===== src/conv_ctrl_pkg.sv =====
// Register map, field layout, timing counts and carriers of the converter control block
package conv_ctrl_pkg;

   // Register offsets on the plain register port
   localparam logic [2:0] OFS_CTRL_A     = 3'h0;
   localparam logic [2:0] OFS_CTRL_B     = 3'h1;
   localparam logic [2:0] OFS_INPUT_SEL  = 3'h2;
   localparam logic [2:0] OFS_RESULT_LOW = 3'h3;
   localparam logic [2:0] OFS_RESULT_HI  = 3'h4;

   // Control/status A field positions
   localparam int BIT_ENABLE    = 7;
   localparam int BIT_START     = 6;
   localparam int BIT_AUTO_TRIG = 5;
   localparam int BIT_DONE_FLAG = 4;
   localparam int BIT_IRQ_EN    = 3;
   localparam int BIT_PRESC_HI  = 2;

   // Control/status B and input select field positions
   localparam int BIT_TRIG_SRC_HI = 2;
   localparam int BIT_REF_HI      = 7;
   localparam int BIT_REF_LO      = 6;
   localparam int BIT_LEFT_ALIGN  = 5;
   localparam int BIT_CHAN_HI     = 3;

   // Reset values
   localparam logic [7:0] RST_CTRL_A    = 8'h00;
   localparam logic [7:0] RST_CTRL_B    = 8'h00;
   localparam logic [7:0] RST_INPUT_SEL = 8'h00;

   // Trigger source that restarts on the block's own completion
   localparam logic [2:0] TRIG_SRC_SELF = 3'h0;

   // Conversion lengths in converter clock cycles
   localparam logic [4:0] NORMAL_CYCLES = 5'h0d;
   localparam logic [4:0] FIRST_CYCLES  = 5'h19;

   // Selection applied to the analog core
   typedef struct packed {
      logic       enable;
      logic [1:0] reference_select;
      logic [3:0] channel_select;
   } core_ctrl_t;

   // Result returned by the analog core
   typedef struct packed {
      logic       done;
      logic [9:0] value;
   } core_result_t;

endpackage : conv_ctrl_pkg


===== src/sar_adc_conversion_control.sv =====
// Conversion control for a 10-bit successive-approximation converter
`timescale 1ns/1ps

// Function
// - Each result is 10 bits in low and high registers, right aligned by default.
// - Left-align bit places the top eight result bits in the high register.
// - Reference and channel selections reach the core only while enabled.
// - Reading low locks results until high is read; locked completions are lost.
// - Completion flag is still set when a locked result is lost.
// - Writing start begins one conversion; bit stays set until completion.
// - Channel changes during a conversion apply only after it completes.
// - Auto-trigger enable lets the selected trigger source start conversions.
// - A trigger rising edge resets the prescaler and starts a conversion.
// - Only rising edges start; high levels and edges while busy are ignored.
// - The completion flag is set even when masked; a set flag does not block retriggering.
// - Self trigger converts continuously; software starts the first one.
// - Start bit still works under auto-trigger and reads one while busy.
// - Channel select picks eight pins, ground or the bandgap reference.
// - A dedicated interrupt request can be raised on completion.
// - Normal conversions take 13 converter clocks, the first after enable 25.
// - A start-bit conversion begins at the next converter clock rising edge.
// - Prescaler counts while enabled and is held in reset while disabled.
// - Completion writes results unless locked, sets the flag and clears start in single mode.
module sar_adc_conversion_control #(
   parameter int TRIG_WIDTH = 7
) (
   // Clock and reset
   input  wire logic                       clk,
   input  wire logic                       reset_n,
   // Register port
   input  wire logic [2:0]                 address,
   input  wire logic [7:0]                 write_data,
   input  wire logic                       write_strobe,
   input  wire logic                       read_strobe,
   output logic      [7:0]                 read_data,
   // System side
   input  wire logic                       converter_power_reduction,
   input  wire logic [TRIG_WIDTH:1]        trigger_in,
   output logic                            irq,
   // Analog core
   output logic                            core_start,
   output conv_ctrl_pkg::core_ctrl_t       core_ctrl,
   input  wire conv_ctrl_pkg::core_result_t core_result
);
   import conv_ctrl_pkg::*;

   typedef enum logic [1:0] {S_IDLE, S_CONV, S_WAIT_CORE} conv_state_t;

   conv_state_t  state_reg,        state_next;
   logic [7:0]   ctrl_a_reg,       ctrl_a_next;
   logic [2:0]   trig_src_reg,     trig_src_next;
   logic [7:0]   input_sel_reg,    input_sel_next;
   logic [9:0]   result_reg,       result_next;
   logic         lock_reg,         lock_next;
   logic         first_reg,        first_next;
   logic         flag_reg,         flag_next;
   logic         start_reg,        start_next;
   logic         trig_prev_reg,    trig_prev_next;
   logic [7:0]   presc_reg,        presc_next;
   logic [4:0]   cycle_reg,        cycle_next;
   logic [7:0]   rdata_reg,        rdata_next;
   logic         irq_reg,          irq_next;
   logic         core_start_reg,   core_start_next;
   core_ctrl_t   core_ctrl_reg,    core_ctrl_next;
   logic [2:0]   done_sync_reg;

   logic         enabled;
   logic         auto_trig;
   logic         self_trig;
   logic         trig_level;
   logic         trig_edge;
   logic         tick;
   logic [7:0]   presc_mask;
   logic [4:0]   conv_len;
   logic         core_done;
   logic         done_evt;
   logic         wr_a;
   logic         rd_low;
   logic         rd_high;
   logic [7:0]   low_view;
   logic [7:0]   high_view;

   // Core done pin passes three flops
   always_ff @(posedge clk) begin
      if (!reset_n) begin
         done_sync_reg <= 3'h0;
      end else begin
         done_sync_reg <= {done_sync_reg[1:0], core_result.done};
      end
   end

   always_comb begin
      enabled    = ctrl_a_reg[BIT_ENABLE] && !converter_power_reduction;
      auto_trig  = ctrl_a_reg[BIT_AUTO_TRIG];
      self_trig  = auto_trig && (trig_src_reg == TRIG_SRC_SELF);
      trig_level = 1'b0;
      if (trig_src_reg != TRIG_SRC_SELF) begin
         trig_level = trigger_in[trig_src_reg];
      end
      trig_edge  = trig_level && !trig_prev_reg;
      presc_mask = 8'((16'h0002 << ctrl_a_reg[BIT_PRESC_HI:0]) - 16'h0001);
      tick       = enabled && ((presc_reg & presc_mask) == presc_mask);
      conv_len   = first_reg ? FIRST_CYCLES : NORMAL_CYCLES;
      core_done  = done_sync_reg[1] && done_sync_reg[2];
      done_evt   = enabled && core_done &&
                   (((state_reg == S_CONV) && tick && (cycle_reg == conv_len - 5'h01)) ||
                    (state_reg == S_WAIT_CORE));
      wr_a       = write_strobe && (address == OFS_CTRL_A);
      rd_low     = read_strobe && (address == OFS_RESULT_LOW);
      rd_high    = read_strobe && (address == OFS_RESULT_HI);
      low_view   = result_reg[7:0];
      high_view  = {6'h00, result_reg[9:8]};
      if (input_sel_reg[BIT_LEFT_ALIGN]) begin
         low_view  = {result_reg[1:0], 6'h00};
         high_view = result_reg[9:2];
      end
   end

   always_comb begin
      state_next      = state_reg;
      ctrl_a_next     = ctrl_a_reg;
      trig_src_next   = trig_src_reg;
      input_sel_next  = input_sel_reg;
      result_next     = result_reg;
      lock_next       = lock_reg;
      first_next      = first_reg;
      flag_next       = flag_reg;
      start_next      = start_reg;
      trig_prev_next  = trig_level;
      presc_next      = presc_reg + 8'h01;
      cycle_next      = cycle_reg;
      core_start_next = 1'b0;
      core_ctrl_next  = core_ctrl_reg;
      rdata_next      = 8'h00;

      // Register writes
      if (wr_a) begin
         ctrl_a_next = write_data & ~(8'h01 << BIT_DONE_FLAG) & ~(8'h01 << BIT_START);
         ctrl_a_next[BIT_DONE_FLAG] = 1'b0;
         if (write_data[BIT_START]) begin
            start_next = 1'b1;
         end
         // Software clears the flag by writing one
         if (write_data[BIT_DONE_FLAG]) begin
            flag_next = 1'b0;
         end
         if (write_data[BIT_ENABLE] && !ctrl_a_reg[BIT_ENABLE]) begin
            first_next = 1'b1;
         end
      end
      if (write_strobe && (address == OFS_CTRL_B)) begin
         trig_src_next = write_data[BIT_TRIG_SRC_HI:0];
      end
      if (write_strobe && (address == OFS_INPUT_SEL)) begin
         input_sel_next = write_data;
      end

      // Low read locks, high read unlocks
      if (rd_low) begin
         lock_next = 1'b1;
      end
      if (rd_high) begin
         lock_next = 1'b0;
      end

      if (!enabled) begin
         presc_next = 8'h00;
         state_next = S_IDLE;
         cycle_next = 5'h00;
         start_next = 1'b0;
      end else begin
         unique case (state_reg)
            S_IDLE: begin
               // Trigger edge resets prescaler and starts
               if (auto_trig && !self_trig && trig_edge) begin
                  presc_next      = 8'h00;
                  state_next      = S_CONV;
                  cycle_next      = 5'h00;
                  core_start_next = 1'b1;
               // Start bit waits for a converter clock edge
               end else if (start_reg && tick) begin
                  state_next      = S_CONV;
                  cycle_next      = 5'h00;
                  core_start_next = 1'b1;
               end
            end
            S_CONV: begin
               if (tick) begin
                  cycle_next = cycle_reg + 5'h01;
                  if (cycle_reg == conv_len - 5'h01) begin
                     state_next = S_WAIT_CORE;
                  end
               end
            end
            S_WAIT_CORE: begin
            end
         endcase
      end

      if (done_evt) begin
         if (!lock_reg) begin
            result_next = core_result.value;
         end
         first_next = 1'b0;
         state_next = S_IDLE;
         cycle_next = 5'h00;
         if (self_trig) begin
            state_next      = S_CONV;
            core_start_next = 1'b1;
         end else begin
            start_next = 1'b0;
         end
      end
      if (done_evt) begin
         flag_next = 1'b1;
      end

      core_ctrl_next.enable = enabled;
      if (enabled && ((state_reg == S_IDLE) || done_evt)) begin
         core_ctrl_next.reference_select = input_sel_reg[BIT_REF_HI:BIT_REF_LO];
         // Pins 0-7, bandgap and ground codes pass as written
         core_ctrl_next.channel_select   = input_sel_reg[BIT_CHAN_HI:0];
      end

      // Read data, one cycle later
      if (read_strobe) begin
         unique case (address)
            OFS_CTRL_A: begin
               rdata_next = ctrl_a_reg;
               rdata_next[BIT_DONE_FLAG] = flag_reg;
               rdata_next[BIT_START] = start_reg || (state_reg != S_IDLE);
            end
            OFS_CTRL_B:     rdata_next = {5'h00, trig_src_reg};
            OFS_INPUT_SEL:  rdata_next = input_sel_reg;
            OFS_RESULT_LOW: rdata_next = low_view;
            OFS_RESULT_HI:  rdata_next = high_view;
            default:        rdata_next = 8'h00;
         endcase
      end

      irq_next = flag_next && ctrl_a_next[BIT_IRQ_EN];
   end

   always_ff @(posedge clk) begin
      if (!reset_n) begin
         state_reg      <= S_IDLE;
         ctrl_a_reg     <= RST_CTRL_A;
         trig_src_reg   <= RST_CTRL_B[BIT_TRIG_SRC_HI:0];
         input_sel_reg  <= RST_INPUT_SEL;
         result_reg     <= 10'h000;
         lock_reg       <= 1'b0;
         first_reg      <= 1'b0;
         flag_reg       <= 1'b0;
         start_reg      <= 1'b0;
         trig_prev_reg  <= 1'b0;
         presc_reg      <= 8'h00;
         cycle_reg      <= 5'h00;
         rdata_reg      <= 8'h00;
         irq_reg        <= 1'b0;
         core_start_reg <= 1'b0;
         core_ctrl_reg  <= '0;
      end else begin
         state_reg      <= state_next;
         ctrl_a_reg     <= ctrl_a_next;
         trig_src_reg   <= trig_src_next;
         input_sel_reg  <= input_sel_next;
         result_reg     <= result_next;
         lock_reg       <= lock_next;
         first_reg      <= first_next;
         flag_reg       <= flag_next;
         start_reg      <= start_next;
         trig_prev_reg  <= trig_prev_next;
         presc_reg      <= presc_next;
         cycle_reg      <= cycle_next;
         rdata_reg      <= rdata_next;
         irq_reg        <= irq_next;
         core_start_reg <= core_start_next;
         core_ctrl_reg  <= core_ctrl_next;
      end
   end

   assign read_data  = rdata_reg;
   assign irq        = irq_reg;
   assign core_start = core_start_reg;
   assign core_ctrl  = core_ctrl_reg;
   // Checks
   property p_single_clears;
      @(posedge clk) disable iff (!reset_n)
         (done_evt && !self_trig) |=> (!start_reg && state_reg == S_IDLE);
   endproperty
   a_single_clears: assert property (p_single_clears) else $error("start not cleared");

   property p_lock_holds;
      @(posedge clk) disable iff (!reset_n)
         (done_evt && lock_reg) |=> $stable(result_reg);
   endproperty
   a_lock_holds: assert property (p_lock_holds) else $error("locked result changed");

   property p_flag_on_done;
      @(posedge clk) disable iff (!reset_n)
         done_evt |=> flag_reg;
   endproperty
   a_flag_on_done: assert property (p_flag_on_done) else $error("flag not set");

   property p_left_high;
      @(posedge clk) disable iff (!reset_n)
         (read_strobe && address == OFS_RESULT_HI && input_sel_reg[BIT_LEFT_ALIGN]
          && !write_strobe) |=> (read_data == $past(result_reg[9:2]));
   endproperty
   a_left_high: assert property (p_left_high) else $error("left aligned read wrong");

   property p_chan_locked;
      @(posedge clk) disable iff (!reset_n)
         (state_reg != S_IDLE && !done_evt) |=> $stable(core_ctrl_reg.channel_select);
   endproperty
   a_chan_locked: assert property (p_chan_locked) else $error("channel moved mid conversion");

   property p_off_holds;
      @(posedge clk) disable iff (!reset_n)
         !enabled |=> ($stable(core_ctrl_reg.channel_select) && presc_reg == 8'h00);
   endproperty
   a_off_holds: assert property (p_off_holds) else $error("disabled converter moved");

   property p_busy_no_start;
      @(posedge clk) disable iff (!reset_n)
         (state_reg == S_CONV && !done_evt) |=> !core_start_reg;
   endproperty
   a_busy_no_start: assert property (p_busy_no_start) else $error("start while busy");

   property p_busy_reads_one;
      @(posedge clk) disable iff (!reset_n)
         (read_strobe && address == OFS_CTRL_A && state_reg != S_IDLE)
            |=> read_data[BIT_START];
   endproperty
   a_busy_reads_one: assert property (p_busy_reads_one) else $error("start reads zero");

   property p_trig_start;
      @(posedge clk) disable iff (!reset_n)
         (enabled && state_reg == S_IDLE && auto_trig && !self_trig && trig_edge)
            |=> (core_start_reg && presc_reg == 8'h00);
   endproperty
   a_trig_start: assert property (p_trig_start) else $error("trigger ignored");

   c_single:  cover property (@(posedge clk) disable iff (!reset_n) done_evt && !self_trig);
   c_lost:    cover property (@(posedge clk) disable iff (!reset_n) done_evt && lock_reg);
   c_free:    cover property (@(posedge clk) disable iff (!reset_n) done_evt && self_trig);
   c_trigger: cover property (@(posedge clk) disable iff (!reset_n)
                              state_reg == S_IDLE && auto_trig && trig_edge && enabled);

endmodule : sar_adc_conversion_control


===== config.mk =====
export PLATFORM = sky130hd
export DESIGN_NAME = sar_adc_conversion_control
export DESIGN_NICKNAME = d
export VERILOG_FILES = /design/src/conv_ctrl_pkg.sv /design/src/sar_adc_conversion_control.sv
export SDC_FILE = /design/constraint.sdc
export NUM_CORES = 1
export LEC_CHECK = 0
export BUFFER_PORTS_ARGS = -buffer_cell sky130_fd_sc_hd__buf_2
export CAP_MARGIN = 10
export CORE_UTILIZATION = 41
export CTS_CLUSTER_DIAMETER = 60
export DETAILED_ROUTE_END_ITERATION = 7
export SKIP_CTS_REPAIR_TIMING = 1
export SLEW_MARGIN = 5
export SYNTH_ARGS = -nofsm -noshare
export SYNTH_HDL_FRONTEND = slang
export SYNTH_SLANG_ARGS = --single-unit

===== constraint.sdc =====
create_clock -name clk -period 4.95 [get_ports clk]
set_input_delay 1.485 -clock clk [delete_from_list [all_inputs] [get_ports clk]]
set_output_delay 1.485 -clock clk [all_outputs]
set_load 0.01 [all_outputs]

Word-level counts from Yosys, hierarchy flattened
Index checks and enable logic that the tools add are counted.
- word-level logic and storage cells: 122
- output and inout bits: 17
- memory bits (read-only): 0
- bits in latches: 0
- register bits: 67
- memory bits (writable): 0
- memories kept: 0
- bitwise gates (word level): 4
- $add $sub $neg: 4
- multipliers: 0
- reductions and logical operators: 42
- shifts and indexed selects: 1
- mux-type cells: 36
- order comparisons: 1
- eq/ne operators: 14
- divide/modulo/power cells: 0
- operators with widths (operator ; number):
    $pmux W8 S5 ; 1
    $mux W8 ; 4
    $logic_and A1 B1 Y1 ; 20
    $mux W5 ; 4
    $mux W1 ; 17
    $mux W2 ; 6
    $pmux W5 S2 ; 1
    $add A8 B1 Y8 const B ; 1
    $and A8 B8 Y8 ; 1
    $eq A8 B8 Y1 ; 1
    $reduce_and A2 Y1 ; 4
    $shl A2 B3 Y8 const A ; 1
    $sub A8 B1 Y8 const B ; 1
    $eq A3 B2 Y1 const B ; 2
    $logic_not A3 Y1 ; 2
    $add A5 B1 Y5 const B ; 1
    $eq A5 B5 Y1 ; 1
    $ne A5 B5 Y1 const B ; 1
    $sub A5 B1 Y5 const B ; 1
    $logic_not A1 Y1 ; 4
    $lt A3 B4 Y1 const B ; 1
    $mux W4 ; 1
    $ne A4 B1 Y1 const B ; 1
    $ne A4 B3 Y1 const B ; 1
    other kinds (18) ; 24

Logic depth before layout (Yosys ltp)
Gate-level depths: netlist of the first run.
- word-level depth: 12
- mapped depth: 9
- depth with buffers taken out: 8

Least setup slack after synthesis of the first run
Ideal clock, no wire load.
- path type: input to register
- start: in trigger_in[7] (netlist bit)
- end: reg state_reg[0]
- buffers on the path: 0
- setup slack: 2.034 ns
- setup time: 0.122 ns
- stages on the path: 6
- arrival: 2.794 ns
- cells stage by stage: mux4_2 nor2_1 nor4b_4 a31oi_1 mux2i_1 o311a_1
- word-level cells in the longest chain between the ends: 9
- ends and longest elaborated chain (what ; line ; RTL):
    start: declaration ; sar_adc_conversion_control.sv:38 ; input wire logic [TRIG_WIDTH:1] trigger_in,
    $bmux W1 S3 (*) ; sar_adc_conversion_control.sv:98 ; trig_level = trigger_in[trig_src_reg];
    $mux W1 (implied by the code) (*) ; sar_adc_conversion_control.sv:98 ;
    $mux W1 (*) ; sar_adc_conversion_control.sv:97 ; if (trig_src_reg != TRIG_SRC_SELF) begin
    $logic_and A1 B1 Y1 (*) ; sar_adc_conversion_control.sv:100 ; trig_edge = trig_level && !trig_prev_reg;
    $logic_and A1 B1 Y1 (*) ; sar_adc_conversion_control.sv:175 ; if (auto_trig && !self_trig && trig_edge) begin
    $mux W2 ; sar_adc_conversion_control.sv:175 ;
    $pmux W2 S2 ; sar_adc_conversion_control.sv:172 ; unique case (state_reg)
    $mux W2 ; sar_adc_conversion_control.sv:166 ; if (!enabled) begin
    $mux W2 ; sar_adc_conversion_control.sv:200 ; if (done_evt) begin
    end signal: assignment ; sar_adc_conversion_control.sv:263 ; state_reg <= state_next;
    end: declaration ; sar_adc_conversion_control.sv:49 ; conv_state_t state_reg, state_next;
Mark *: on every way between the ends. The rest lies on a longest branch, timed or not. The select of a mux whose other input is x is not followed.
A chain may end at the register's enable or synchronous reset.

Worst setup path after layout of the first run
- start: in address[1]
- end: reg start_reg
- word-level cells in the longest chain between the ends: 6
- ends and longest elaborated chain (what ; line ; RTL):
    start: declaration ; sar_adc_conversion_control.sv:31 ; input wire logic [2:0] address,
    $logic_not A3 Y1 (*) ; sar_adc_conversion_control.sv:108 ; wr_a = write_strobe && (address == OFS_CTRL_A);
    $logic_and A1 B1 Y1 (*) ; sar_adc_conversion_control.sv:108 ;
    $mux W1 (*) ; sar_adc_conversion_control.sv:137 ; if (wr_a) begin
    $mux W1 (*) ; sar_adc_conversion_control.sv:166 ;
    $mux W1 ; sar_adc_conversion_control.sv:207 ; if (self_trig) begin
    $mux W1 (*) ; sar_adc_conversion_control.sv:200 ;
    end signal: assignment ; sar_adc_conversion_control.sv:271 ; start_reg <= start_next;
    end: declaration ; sar_adc_conversion_control.sv:57 ; logic start_reg, start_next;
Mark *: on every way between the ends. The rest lies on a longest branch, timed or not.

==> results of run 1 <==
-- cell type report --
cell class | instances | area (um^2) | area share
Multi-Input combinational cell | 271 | 1600 | 0.455
Clock inverter | 6 | 32.5 | 0.00923
Clock buffer | 10 | 128 | 0.0362
Sequential cell | 67 | 1340 | 0.381
Inverter | 8 | 30.0 | 0.00852
Timing Repair Buffer | 52 | 265 | 0.0753
Tap cell | 99 | 124 | 0.0351
-- cells in the final DEF (no fill, tap or decap), types with 2 or more instances in the layout --
master | Yosys | final
sky130_fd_sc_hd__a211oi_1 | 2 | 2
sky130_fd_sc_hd__a21oi_1 | 46 | 46
sky130_fd_sc_hd__a221oi_1 | 3 | 3
sky130_fd_sc_hd__a22oi_1 | 4 | 4
sky130_fd_sc_hd__a31oi_1 | 2 | 2
sky130_fd_sc_hd__a32oi_1 | 2 | 2
sky130_fd_sc_hd__and2_1 | 5 | 5
sky130_fd_sc_hd__and3_1 | 3 | 3
sky130_fd_sc_hd__and3b_1 | 3 | 3
sky130_fd_sc_hd__and4_1 | 2 | 2
sky130_fd_sc_hd__buf_2 | 3 | 50
sky130_fd_sc_hd__buf_4 | 1 | 2
sky130_fd_sc_hd__clkbuf_8 | 0 | 9
sky130_fd_sc_hd__clkinv_2 | 0 | 5
sky130_fd_sc_hd__dfxtp_1 | 67 | 67
sky130_fd_sc_hd__ha_1 | 3 | 3
sky130_fd_sc_hd__inv_1 | 8 | 8
sky130_fd_sc_hd__mux2i_1 | 17 | 17
sky130_fd_sc_hd__nand2_1 | 25 | 25
sky130_fd_sc_hd__nand2b_1 | 2 | 2
sky130_fd_sc_hd__nand3_1 | 23 | 23
sky130_fd_sc_hd__nand4_1 | 4 | 4
sky130_fd_sc_hd__nor2_1 | 53 | 53
sky130_fd_sc_hd__nor2b_1 | 5 | 5
sky130_fd_sc_hd__nor3_1 | 6 | 6
sky130_fd_sc_hd__nor4_1 | 2 | 2
sky130_fd_sc_hd__o21a_1 | 2 | 2
sky130_fd_sc_hd__o21ai_0 | 13 | 13
sky130_fd_sc_hd__o21ai_1 | 12 | 12
sky130_fd_sc_hd__o22ai_1 | 2 | 2
sky130_fd_sc_hd__or3_1 | 3 | 3
sky130_fd_sc_hd__xnor2_1 | 2 | 2
sky130_fd_sc_hd__xor2_1 | 4 | 4
-- stage by stage --
stage / setup slack, ns / cell area [um^2] / total power [uW]
2_1_floorplan: 2.03 / 3070 / 593
3_3_place_gp: 1.72 / 3360 / 617
3_5_place_dp: 1.71 / 3360 / 618
4_1_cts: 2.07 / 3520 / 998
5_1_grt: 1.79 / 3520 / 1030
6_report: 2.05 / 3520 / 987
-- metal layers --
| metal | share of wire | track usage | wire length, um |
|---|---|---|---|
| met3 | 0.049 | 0.0560 | 368 |
| met4 | 0.032 | 0.103 | 242 |
| met1 | 0.46 | 0.257 | 3430 |
| met5 | 0 | 0 | 0 |
| met2 | 0.46 | 0.329 | 3480 |
-- how the worst max path moves through the flow --
stage,from,endpoint,slack (ns)
3_5_place_dp,address[1],start_reg,1.71
2_1_floorplan,trigger_in[7],state_reg[0],2.03
5_1_grt,address[1],start_reg,1.79
3_3_place_gp,address[1],start_reg,1.72
4_1_cts,address[1],start_reg,2.07
6_report,address[1],start_reg,2.05
-- logic make-up (layout without fill, tap and decap cells) --
group           count (synthesis)  after routing  share of synthesized area
simple gates                  142            142                      0.228
xor+xnor                        6              6                     0.0171
buf+inv                        30             76                     0.0415
flops                          67             67                      0.436
compound gates                101            101                      0.198
mux                            19             19                     0.0664
fa+ha+maj                       3              3                     0.0122
-- power groups by stage --
| stage | registers (uW) | logic (uW) | clock network, uW |
|---|---|---|---|
| 2_1_floorplan | 559 | 34.0 | 0 |
| 4_1_cts | 550 | 54.9 | 393 |
| 6_report | 551 | 55.1 | 381 |
| 5_1_grt | 551 | 61.0 | 420 |
| 3_5_place_dp | 563 | 54.9 | 0 |
| 3_3_place_gp | 563 | 54.5 | 0 |
-- worst register-to-register path: stages (launching register included) --
cell	delay, ns
sky130_fd_sc_hd__dfxtp_1	0.40
sky130_fd_sc_hd__or3b_1	0.36
sky130_fd_sc_hd__a21oi_1	0.35
sky130_fd_sc_hd__nand3_1	0.19
sky130_fd_sc_hd__o21ai_2	0.54
sky130_fd_sc_hd__nand3_1	0.16
sky130_fd_sc_hd__a21oi_1	0.15
==> results.py, run 1 <==
metrics = {
    "floorplanning": {
        "die_w_um": 88.6,
        "std_cell_rows": 31,
        "floorplan.io_pins": 51,
        "core_area_um2": 7250,
        "initial_utilization": 0.424,
        "floorplan_die_area_um2": 7850,
        "chipHeight_um": 88.6,
    },
    "clocking": {
        "num_cts_buffers": 9,
        "cts_max_path_buffers": 2,
        "clock_sinks": 67,
        "tritoncts": "yes",
        "clkLatencyLatePin_ns": 0.35,
        "register_clock_pin_slew_on_the_reported_worst_setup_and_hold_paths_ns": 0.07,
        "cts.root.buffer_cell": "sky130_fd_sc_hd__clkbuf_8",
        "htree_num_levels": 3,
    },
    "critical_path": {
        "critical_path_depth": 5,
        "ff2ff_path_depth": 6,
        "worst_path_largest_cell_delay_ns": 0.54,
        "critPathCaptureType": "flop",
        "reg2reg_slack_ns": 2.73,
        "cp_data_required_time_ns": 5.18,
        "critical_path_buf_inv_count": 1,
        "rr_endpoint": "result_reg[9]",
        "r2r-start": "cycle_reg[2]",
        "critical-path-top-delay-family": "simple AND/OR/NAND/NOR gates",
        "timing.critical_path.slowest_stage_cell": "sky130_fd_sc_hd__nor3_1",
        "critical_path.cell_chain": "buf_2, nor3_1, and2_1, a21oi_1, a2111oi_0",
        "timing.setup.critical_path_class": "in -> reg",
        "arrival_ns": 3.13,
        "critical_path_peak_fanout": 13,
        "start_kind": "primary input",
    },
    "synthesis": {
        "synth_most_common_cell": "sky130_fd_sc_hd__dfxtp_1",
        "yosysTopAreaCellShare": 0.436,
        "synth.avg_cell_area_um2": 8.35,
        "async_reset_ff_frac": 0,
        "cell_types_occupying_the_most_area_after_synthesis": "sky130_fd_sc_hd__dfxtp_1, sky130_fd_sc_hd__a21oi_1, sky130_fd_sc_hd__nor2_1",
        "ff_latch_count_synth": 67,
        "synth_area_leader": "sky130_fd_sc_hd__dfxtp_1",
        "synth_enable_flop_cells": 0,
        "synth_cells": 368,
        "synth_cell_area_um2": 3070,
        "yosys.cell_types.count": 55,
        "most_used_standard_cells_in_the_synthesized_netlist": "sky130_fd_sc_hd__dfxtp_1, sky130_fd_sc_hd__nor2_1, sky130_fd_sc_hd__a21oi_1",
        "post_synth_net_total": 405,
        "synth_top_flop_cell": "sky130_fd_sc_hd__dfxtp_1",
        "yosys_warnings": 0,
        "synth-seq-area-share": 0.436,
    },
    "layout": {
        "fraction_of_layout_cells_with_a_size_suffix_above_1": 0.181,
        "nNetsFinal": 446,
        "antenna_cells_inserted": 0,
        "share_of_the_core_filled_with_cells_in_the_final_layout": 0.486,
        "largest_register_ff_count": 10,
        "area_growth_from_synthesis_to_layout_pct": 14.7,
        "final_cell_count_no_fill": 513,
        "layout.filler_cells": 745,
    },
    "place": {
        "final_estimated_routing_congestion_in_global_placement": 0.867,
        "dp_hpwl_mm": 5.51,
        "port_buffers": 50,
        "placed_instances": 497,
    },
    "min_path": {
        "min_delay_path_depth": 1,
        "hold_path_end": "done_sync_reg[1]",
        "hold_start": "done_sync_reg[0]",
        "holdCritPathClass": "reg -> reg",
    },
    "detailed_routing": {
        "drc_errors": 0,
        "antenna_left": 0,
        "routedWlPerCell_um": 14.7,
        "routed_via_density": 5.37,
        "drt_first_pass_iters": 4,
        "drt_iter0_markers": 152,
        "detail_route.wirelength_mm": 7.52,
        "vias": 2755,
    },
    "pwr": {
        "vdd_ir_drop_max_mv": 0.136,
        "switching_power_uw": 244,
        "power.share.sequential": 0.558,
        "power.density_nw_per_um2": 280,
        "power_frac_clock": 0.386,
        "switching_share": 0.247,
        "power_leakage_uw": 0.00128,
        "power.internal_uw": 743,
        "combPwrFrac": 0.056,
    },
    "sta": {
        "final-max-slew-violation-count": 0,
        "holdWs_ns": 0.440,
        "fmax_mhz": 345,
        "slew-limit-headroom": 0.485,
        "setup_repair_after_global_routing_missed_its_margin": "no",
        "timing.final.setup_violations": 0,
        "worst_slew_pin_slew_ns": 0.771,
        "post-route-period-util": 0.585,
        "timing_hold_violations_final": 0,
        "fin_tns_setup_ns": 0,
        "clock-skew-final_ns": 0.00939,
        "finalCriticalPeriod_ns": 2.90,
    },
    "flow_run": {
        "cap_viol_max_count": 0,
    },
    "grt": {
        "grt_max_degree": 24,
        "grt_pass1_wl_mm": 12.3,
        "grt_pass1_vias": 2598,
        "antenna_violations_before_repair": 0,
        "grt_remaining_overflow": 0,
        "groute.usage.overall": 0.206,
    },
    "status": {
        "status": "complete, no violations",
    },
}
Note: power is estimated with default switching activity, not from simulation.
==> run 2: changes to the inputs <==
==> constraint.sdc (replaced) <==
create_clock -name clk -period 3 [get_ports clk]
set_input_delay 0.9 -clock clk [delete_from_list [all_inputs] [get_ports clk]]
set_output_delay 0.9 -clock clk [all_outputs]
set_load 0.01 [all_outputs]
==> run 2 against run 1 <==
  * Global-route usage rose by 0.15 points
  * Sequential cell count did not move
  * Register-to-register slack got worse by 1.9 ns
  * Wire length fell by 0.72%
  * Final cell count rose by 0.78%
  * Critical path depth rose by 2
  * Hold slack got worse by 0.0013 ns
  * Critical endpoint is now state_reg[0]
  * Combinational power rose by 68%
  * Via count fell by 0.22%
  * Setup slack got worse by 1.3 ns
  * Count of clock-buffer cells in the layout did not move
==> results.py, run 2 (synthesis gave the netlist of run 1 again) <==
metrics = {
    "min_path": {
        "min_delay_path_depth": 1,
        "hold_start": "done_sync_reg[0]",
        "hold_path_end": "done_sync_reg[1]",
        "holdCritPathClass": "reg -> reg",
    },
    "detailed_routing": {
        "met2RoutedLength_mm": 3.56,
        "routedWlPerCell_um": 14.4,
        "routed_via_density": 5.32,
        "post_route_m1_wl_mm": 3.53,
        "drt_iter0_markers": 108,
        "vias": 2749,
        "antenna_left": 0,
        "drt_first_pass_iters": 5,
        "drc_errors": 0,
        "dr.max_layer_used": "met4",
        "wl_met3_um": 197,
        "detail_route.wirelength_mm": 7.47,
    },
    "critical_path": {
        "critical_path_peak_fanout": 4,
        "reg2reg_slack_ns": 0.83,
        "timing.setup.critical_path_class": "in -> reg",
        "r2r-start": "cycle_reg[2]",
        "rr_endpoint": "cycle_reg[2]",
        "cp_data_required_time_ns": 3.23,
        "arrival_ns": 2.44,
        "ff2ff_path_depth": 6,
        "critPathCaptureType": "flop",
        "start_kind": "primary input",
    },
    "layout": {
        "fraction_of_layout_cells_with_a_size_suffix_above_1": 0.189,
        "antenna_cells_inserted": 0,
        "layout.cells.most_common": "sky130_fd_sc_hd__dfxtp_1",
        "area_growth_from_synthesis_to_layout_pct": 16.8,
        "nNetsFinal": 450,
        "highest_count_cells_in_the_layout_ignoring_fill_and_taps": "sky130_fd_sc_hd__dfxtp_1, sky130_fd_sc_hd__nor2_1, sky130_fd_sc_hd__buf_2, sky130_fd_sc_hd__a21oi_1, sky130_fd_sc_hd__nand2_1",
        "largest_register_ff_count": 10,
        "layout.filler_cells": 736,
    },
    "sta": {
        "worst_slew_pin_slew_ns": 0.567,
        "slew-limit-headroom": 0.620,
        "final-max-slew-violation-count": 0,
        "final_critical_path_setup_slack_ns": 0.793,
        "setup_repair_after_global_routing_missed_its_margin": "no",
        "fin_tns_setup_ns": 0,
        "finalCriticalPeriod_ns": 2.21,
        "clock-skew-final_ns": 0.00989,
        "holdWs_ns": 0.438,
        "fmax_mhz": 453,
        "timing.final.setup_violations": 0,
        "timing_hold_violations_final": 0,
        "post-route-period-util": 0.736,
    },
    "clocking": {
        "register_clock_pin_slew_on_the_reported_worst_setup_and_hold_paths_ns": 0.07,
        "tritoncts": "yes",
        "cts.root.buffer_cell": "sky130_fd_sc_hd__clkbuf_8",
        "clock_sinks": 67,
        "num_cts_buffers": 9,
        "htree_num_levels": 3,
        "clkLatencyLatePin_ns": 0.34,
        "cts_max_path_buffers": 2,
    },
    "floorplanning": {
        "floorplan.io_pins": 51,
        "floorplan_die_area_um2": 7850,
        "core_area_um2": 7250,
        "die_w_um": 88.6,
        "chipHeight_um": 88.6,
        "std_cell_rows": 31,
        "initial_utilization": 0.424,
    },
    "place": {
        "detailedPlace.worstSlack_ns": 0.439,
        "dp_hpwl_mm": 5.50,
        "port_buffers": 50,
        "final_estimated_routing_congestion_in_global_placement": 0.831,
    },
    "status": {
        "status": "complete, no violations",
    },
    "pwr": {
        "power_leakage_uw": 0.00130,
        "fin_total_pwr_uw": 1740,
        "power.density_nw_per_um2": 484,
        "vdd_ir_drop_max_mv": 0.208,
    },
    "grt": {
        "grt_pass1_vias": 2547,
        "groute.usage.overall": 0.208,
        "grt_max_degree": 40,
        "grt_remaining_overflow": 0,
        "antenna_violations_before_repair": 0,
        "grt_pass1_wl_mm": 12.3,
    },
    "flow_run": {
        "cap_viol_max_count": 0,
    },
}
==> run 2: changes by cell type in the layout (fill, tap and decap cells not counted) <==
cell | previous run | this run
sky130_fd_sc_hd__buf_4 | 2 | 6
sky130_fd_sc_hd__clkinv_2 | 5 | 1
sky130_fd_sc_hd__clkinv_4 | 0 | 1
sky130_fd_sc_hd__bufinv_16 | 0 | 1
sky130_fd_sc_hd__clkinvlp_4 | 1 | 3
==> run 2: critical path, cell delays in order <==
cell	delay, ns
sky130_fd_sc_hd__buf_2	0.09
sky130_fd_sc_hd__mux2_2	0.27
sky130_fd_sc_hd__a221oi_2	0.39
sky130_fd_sc_hd__nor4b_4	0.12
sky130_fd_sc_hd__a31oi_1	0.26
sky130_fd_sc_hd__mux2i_1	0.12
sky130_fd_sc_hd__o311a_1	0.29
==> run 2: layer usage <==
layer	vias up	global-route usage
li1	1408	-
met1	1279	0.263
met2	48	0.336
met3	14	0.0401
met4	0	0.107
met5	-	0
==> run 2: layout make-up <==
cell class	count	area, um^2	share of cell area
well taps	99	124	0.0345
clock buffers	10	128	0.0356
repair buffers	56	295	0.0823
inverters	8	30.0	0.00837
flip-flops and latches	67	1340	0.374
multi-input cells	271	1600	0.447
clock inverters	6	66.3	0.0185
==> run 2: stage by stage <==
stage                     instances  instance area [um^2]   util
after floorplan                 368                  3070      -
after global placement          501                  3390  0.468
after detailed placement        501                  3390  0.468
after CTS                       517                  3590  0.495
after global routing            517                  3590  0.495
final                           517                  3590  0.495
==> run 2: worst max path at each step <==
stage	startpoint	to	slack [ns]	cells after the start
finish	trigger_in[5]	state_reg[0]	0.79	7
global route	cycle_reg[2]	cycle_reg[2]	0.66	6
CTS	trigger_in[5]	state_reg[0]	0.81	7
detailed placement	trigger_in[5]	state_reg[0]	0.44	7
global placement	trigger_in[5]	state_reg[0]	0.51	7
floorplan	trigger_in[7]	state_reg[0]	0.67	6
==> run 2: power by group <==
part / switching (uW) / internal (uW) / total [uW]
Clock: 353 / 384 / 737
Combinational: 54.6 / 38.1 / 92.7
Sequential: 10.7 / 897 / 908
Total: 419 / 1320 / 1740
==> run 3: changes to the inputs <==
--- a/config.mk
+++ b/config.mk
@@ -5,6 +5,7 @@
 export SDC_FILE = /design/constraint.sdc
 export NUM_CORES = 1
 export LEC_CHECK = 0
+export ABC_AREA = 1
 export BUFFER_PORTS_ARGS = -buffer_cell sky130_fd_sc_hd__buf_2
 export CAP_MARGIN = 10
 export CORE_UTILIZATION = 41
==> constraint.sdc (replaced) <==
create_clock -name clk -period 2 [get_ports clk]
set_input_delay 0.6 -clock clk [delete_from_list [all_inputs] [get_ports clk]]
set_output_delay 0.6 -clock clk [all_outputs]
set_load 0.01 [all_outputs]
==> run 3 against run 2 <==
  * First-iteration DRC count up 31%
  * Clock power up 27%
  * Sequential cell count unchanged
  * Via count up 2.5%
  * Clock skew about the same
  * Setup slack worse by 0.55 ns
  * Hold slack worse by 0.026 ns
  * Critical path depth up 4
  * Final area up 0.87%
  * Wire length down 3.3%
  * Combinational power up 86%
  * Critical path type is now reg -> reg
  * Largest cell class unchanged
  * Largest power group unchanged
==> results.py, run 3 <==
metrics = {
    "critical_path": {
        "reg2reg_slack_ns": 0.24,
        "timing.setup.critical_path_class": "reg -> reg",
        "r2r-start": "ctrl_a_reg[1]",
        "start_kind": "flop",
        "critPathCaptureType": "flop",
        "ff2ff_path_depth": 11,
        "arrival_ns": 1.98,
        "rr_endpoint": "result_reg[5]",
        "cp_data_required_time_ns": 2.22,
        "critical_path_peak_fanout": 20,
    },
    "place": {
        "final_estimated_routing_congestion_in_global_placement": 0.820,
        "dp_hpwl_mm": 5.48,
        "port_buffers": 50,
    },
    "sta": {
        "finalCriticalPeriod_ns": 1.76,
        "clock-skew-final_ns": 0.00945,
        "final-max-slew-violation-count": 0,
        "setup_repair_after_global_routing_missed_its_margin": "no",
        "timing_hold_violations_final": 0,
        "fin_tns_setup_ns": 0,
        "timing.final.setup_violations": 0,
        "fmax_mhz": 570,
        "slew-limit-headroom": 0.708,
        "holdWs_ns": 0.413,
        "post-route-period-util": 0.878,
        "worst_slew_pin_slew_ns": 0.437,
    },
    "grt": {
        "grt_max_degree": 34,
        "groute.usage.overall": 0.200,
        "grt_pass1_vias": 2528,
        "grt_remaining_overflow": 0,
        "antenna_violations_before_repair": 0,
        "grt_pass1_wl_mm": 11.8,
    },
    "synthesis": {
        "synth_top_flop_cell": "sky130_fd_sc_hd__dfxtp_1",
        "synth_area_leader": "sky130_fd_sc_hd__dfxtp_1",
        "most_used_standard_cells_in_the_synthesized_netlist": "sky130_fd_sc_hd__dfxtp_1, sky130_fd_sc_hd__nand2_1, sky130_fd_sc_hd__inv_1",
        "async_reset_ff_frac": 0,
        "synth_cells": 410,
        "ff_latch_count_synth": 67,
        "yosys_warnings": 0,
        "yosys.cell_types.count": 39,
        "yosysTopAreaCellShare": 0.436,
        "synth.avg_cell_area_um2": 7.49,
        "synth_cell_area_um2": 3070,
        "synth_most_common_cell": "sky130_fd_sc_hd__dfxtp_1",
        "synth-seq-area-share": 0.436,
        "post_synth_net_total": 447,
        "synth_enable_flop_cells": 0,
        "cell_types_occupying_the_most_area_after_synthesis": "sky130_fd_sc_hd__dfxtp_1, sky130_fd_sc_hd__nand2_1, sky130_fd_sc_hd__a21oi_1",
    },
    "pwr": {
        "power.share.sequential": 0.552,
        "switching_power_uw": 617,
        "power_frac_clock": 0.378,
        "vdd_ir_drop_max_mv": 0.454,
        "power.density_nw_per_um2": 684,
        "switching_share": 0.249,
        "combPwrFrac": 0.070,
        "power.internal_uw": 1860,
        "power_leakage_uw": 0.00151,
    },
    "clocking": {
        "htree_num_levels": 3,
        "cts_max_path_buffers": 2,
        "clock_sinks": 67,
        "register_clock_pin_slew_on_the_reported_worst_setup_and_hold_paths_ns": 0.08,
        "cts.root.buffer_cell": "sky130_fd_sc_hd__clkbuf_8",
        "num_cts_buffers": 9,
        "clkLatencyLatePin_ns": 0.34,
        "tritoncts": "yes",
    },
    "floorplanning": {
        "floorplan_die_area_um2": 7850,
        "core_area_um2": 7250,
        "initial_utilization": 0.424,
        "std_cell_rows": 31,
        "chipHeight_um": 88.6,
        "floorplan.io_pins": 51,
        "die_w_um": 88.6,
    },
    "min_path": {
        "hold_path_end": "done_sync_reg[1]",
        "holdCritPathClass": "reg -> reg",
        "min_delay_path_depth": 2,
        "hold_start": "done_sync_reg[0]",
    },
    "layout": {
        "area_growth_from_synthesis_to_layout_pct": 17.8,
        "largest_register_ff_count": 10,
        "antenna_cells_inserted": 0,
        "highest_count_cells_in_the_layout_ignoring_fill_and_taps": "sky130_fd_sc_hd__dfxtp_1, sky130_fd_sc_hd__nand2_1, sky130_fd_sc_hd__inv_1, sky130_fd_sc_hd__buf_2, sky130_fd_sc_hd__a21oi_1",
        "fraction_of_layout_cells_with_a_size_suffix_above_1": 0.217,
        "nNetsFinal": 506,
        "layout.cells.most_common": "sky130_fd_sc_hd__dfxtp_1",
    },
    "detailed_routing": {
        "routed_via_density": 4.92,
        "drt_iter0_markers": 142,
        "antenna_left": 0,
        "detail_route.wirelength_mm": 7.22,
        "drc_errors": 0,
        "routedWlPerCell_um": 12.6,
        "vias": 2817,
        "drt_first_pass_iters": 4,
    },
    "flow_run": {
        "cap_viol_max_count": 0,
    },
    "status": {
        "status": "complete, no violations",
    },
}
-- run 3: layout make-up --
| type | instances | area [um^2] |
|---|---|---|
| fill | 760 | 3630 |
| multi-input combinational | 268 | 1420 |
| sequential | 67 | 1340 |
| timing repair buffer | 59 | 330 |
| inverter | 64 | 240 |
| clock buffer | 10 | 128 |
| tap | 99 | 124 |
| clock inverter | 6 | 32.5 |
-- run 3: how the worst max path moves through the flow --
stage	startpoint	endpoint	slack, ns	cells after the start
floorplan	converter_power_reduction	state_reg[0]	0.43	8
global placement	address[2]	input_sel_reg[7]	0.13	7
detailed placement	address[2]	input_sel_reg[7]	0.17	7
CTS	ctrl_a_reg[1]	result_reg[5]	0.24	11
global route	ctrl_a_reg[1]	result_reg[8]	0.14	11
finish	ctrl_a_reg[1]	result_reg[5]	0.24	11
-- run 3: cell families (layout without fill, tap and decap cells) --
family | count (synthesis) | in the layout | share of synthesized area
flip-flops | 67 | 67 | 0.436
adder cells (fa/ha/maj) | 3 | 3 | 0.0122
XOR/XNOR | 5 | 5 | 0.0143
AO/OA/AOI/OAI | 105 | 105 | 0.191
AND/OR/NAND/NOR | 155 | 155 | 0.246
buffers and inverters | 75 | 139 | 0.100
-- run 3: through the flow --
step           total power (uW)  utilization  cell area (um^2)  worst slack [ns]  std cells
2_1_floorplan              1490            -              3070             0.433        410
3_3_place_gp               1570        0.477              3460             0.130        557
3_5_place_dp               1570        0.477              3460             0.165        557
4_1_cts                    2510        0.499              3620             0.245        573
5_1_grt                    2590        0.499              3620             0.138        573
6_report                   2470        0.499              3620             0.244        573
-- run 3: critical path: stages (launching register included) --
cell and delay (ns):
sky130_fd_sc_hd__dfxtp_1 0.35, sky130_fd_sc_hd__inv_2 0.09, sky130_fd_sc_hd__nand2_1 0.06, sky130_fd_sc_hd__nand3_1 0.06
sky130_fd_sc_hd__nand2_1 0.05, sky130_fd_sc_hd__nor2_1 0.24, sky130_fd_sc_hd__nand4_2 0.15, sky130_fd_sc_hd__nand2_2 0.12
sky130_fd_sc_hd__nand3_1 0.09, sky130_fd_sc_hd__buf_4 0.21, sky130_fd_sc_hd__o21ai_1 0.16, sky130_fd_sc_hd__a21oi_1 0.05
-- run 3: routing by layer --
layer  routed length, um  track usage
met3                 343       0.0550
met2                3430        0.336
met4                  80       0.0630
met1                3370        0.247
met5                   0            0
-- run 3: power by group through the flow --
stage,registers (uW),logic (uW),clock network (uW)
final,1370,172,936
after global routing,1370,193,1030
after CTS,1370,172,968
after detailed placement,1400,172,0
after global placement,1400,169,0
after floorplan,1390,95.2,0
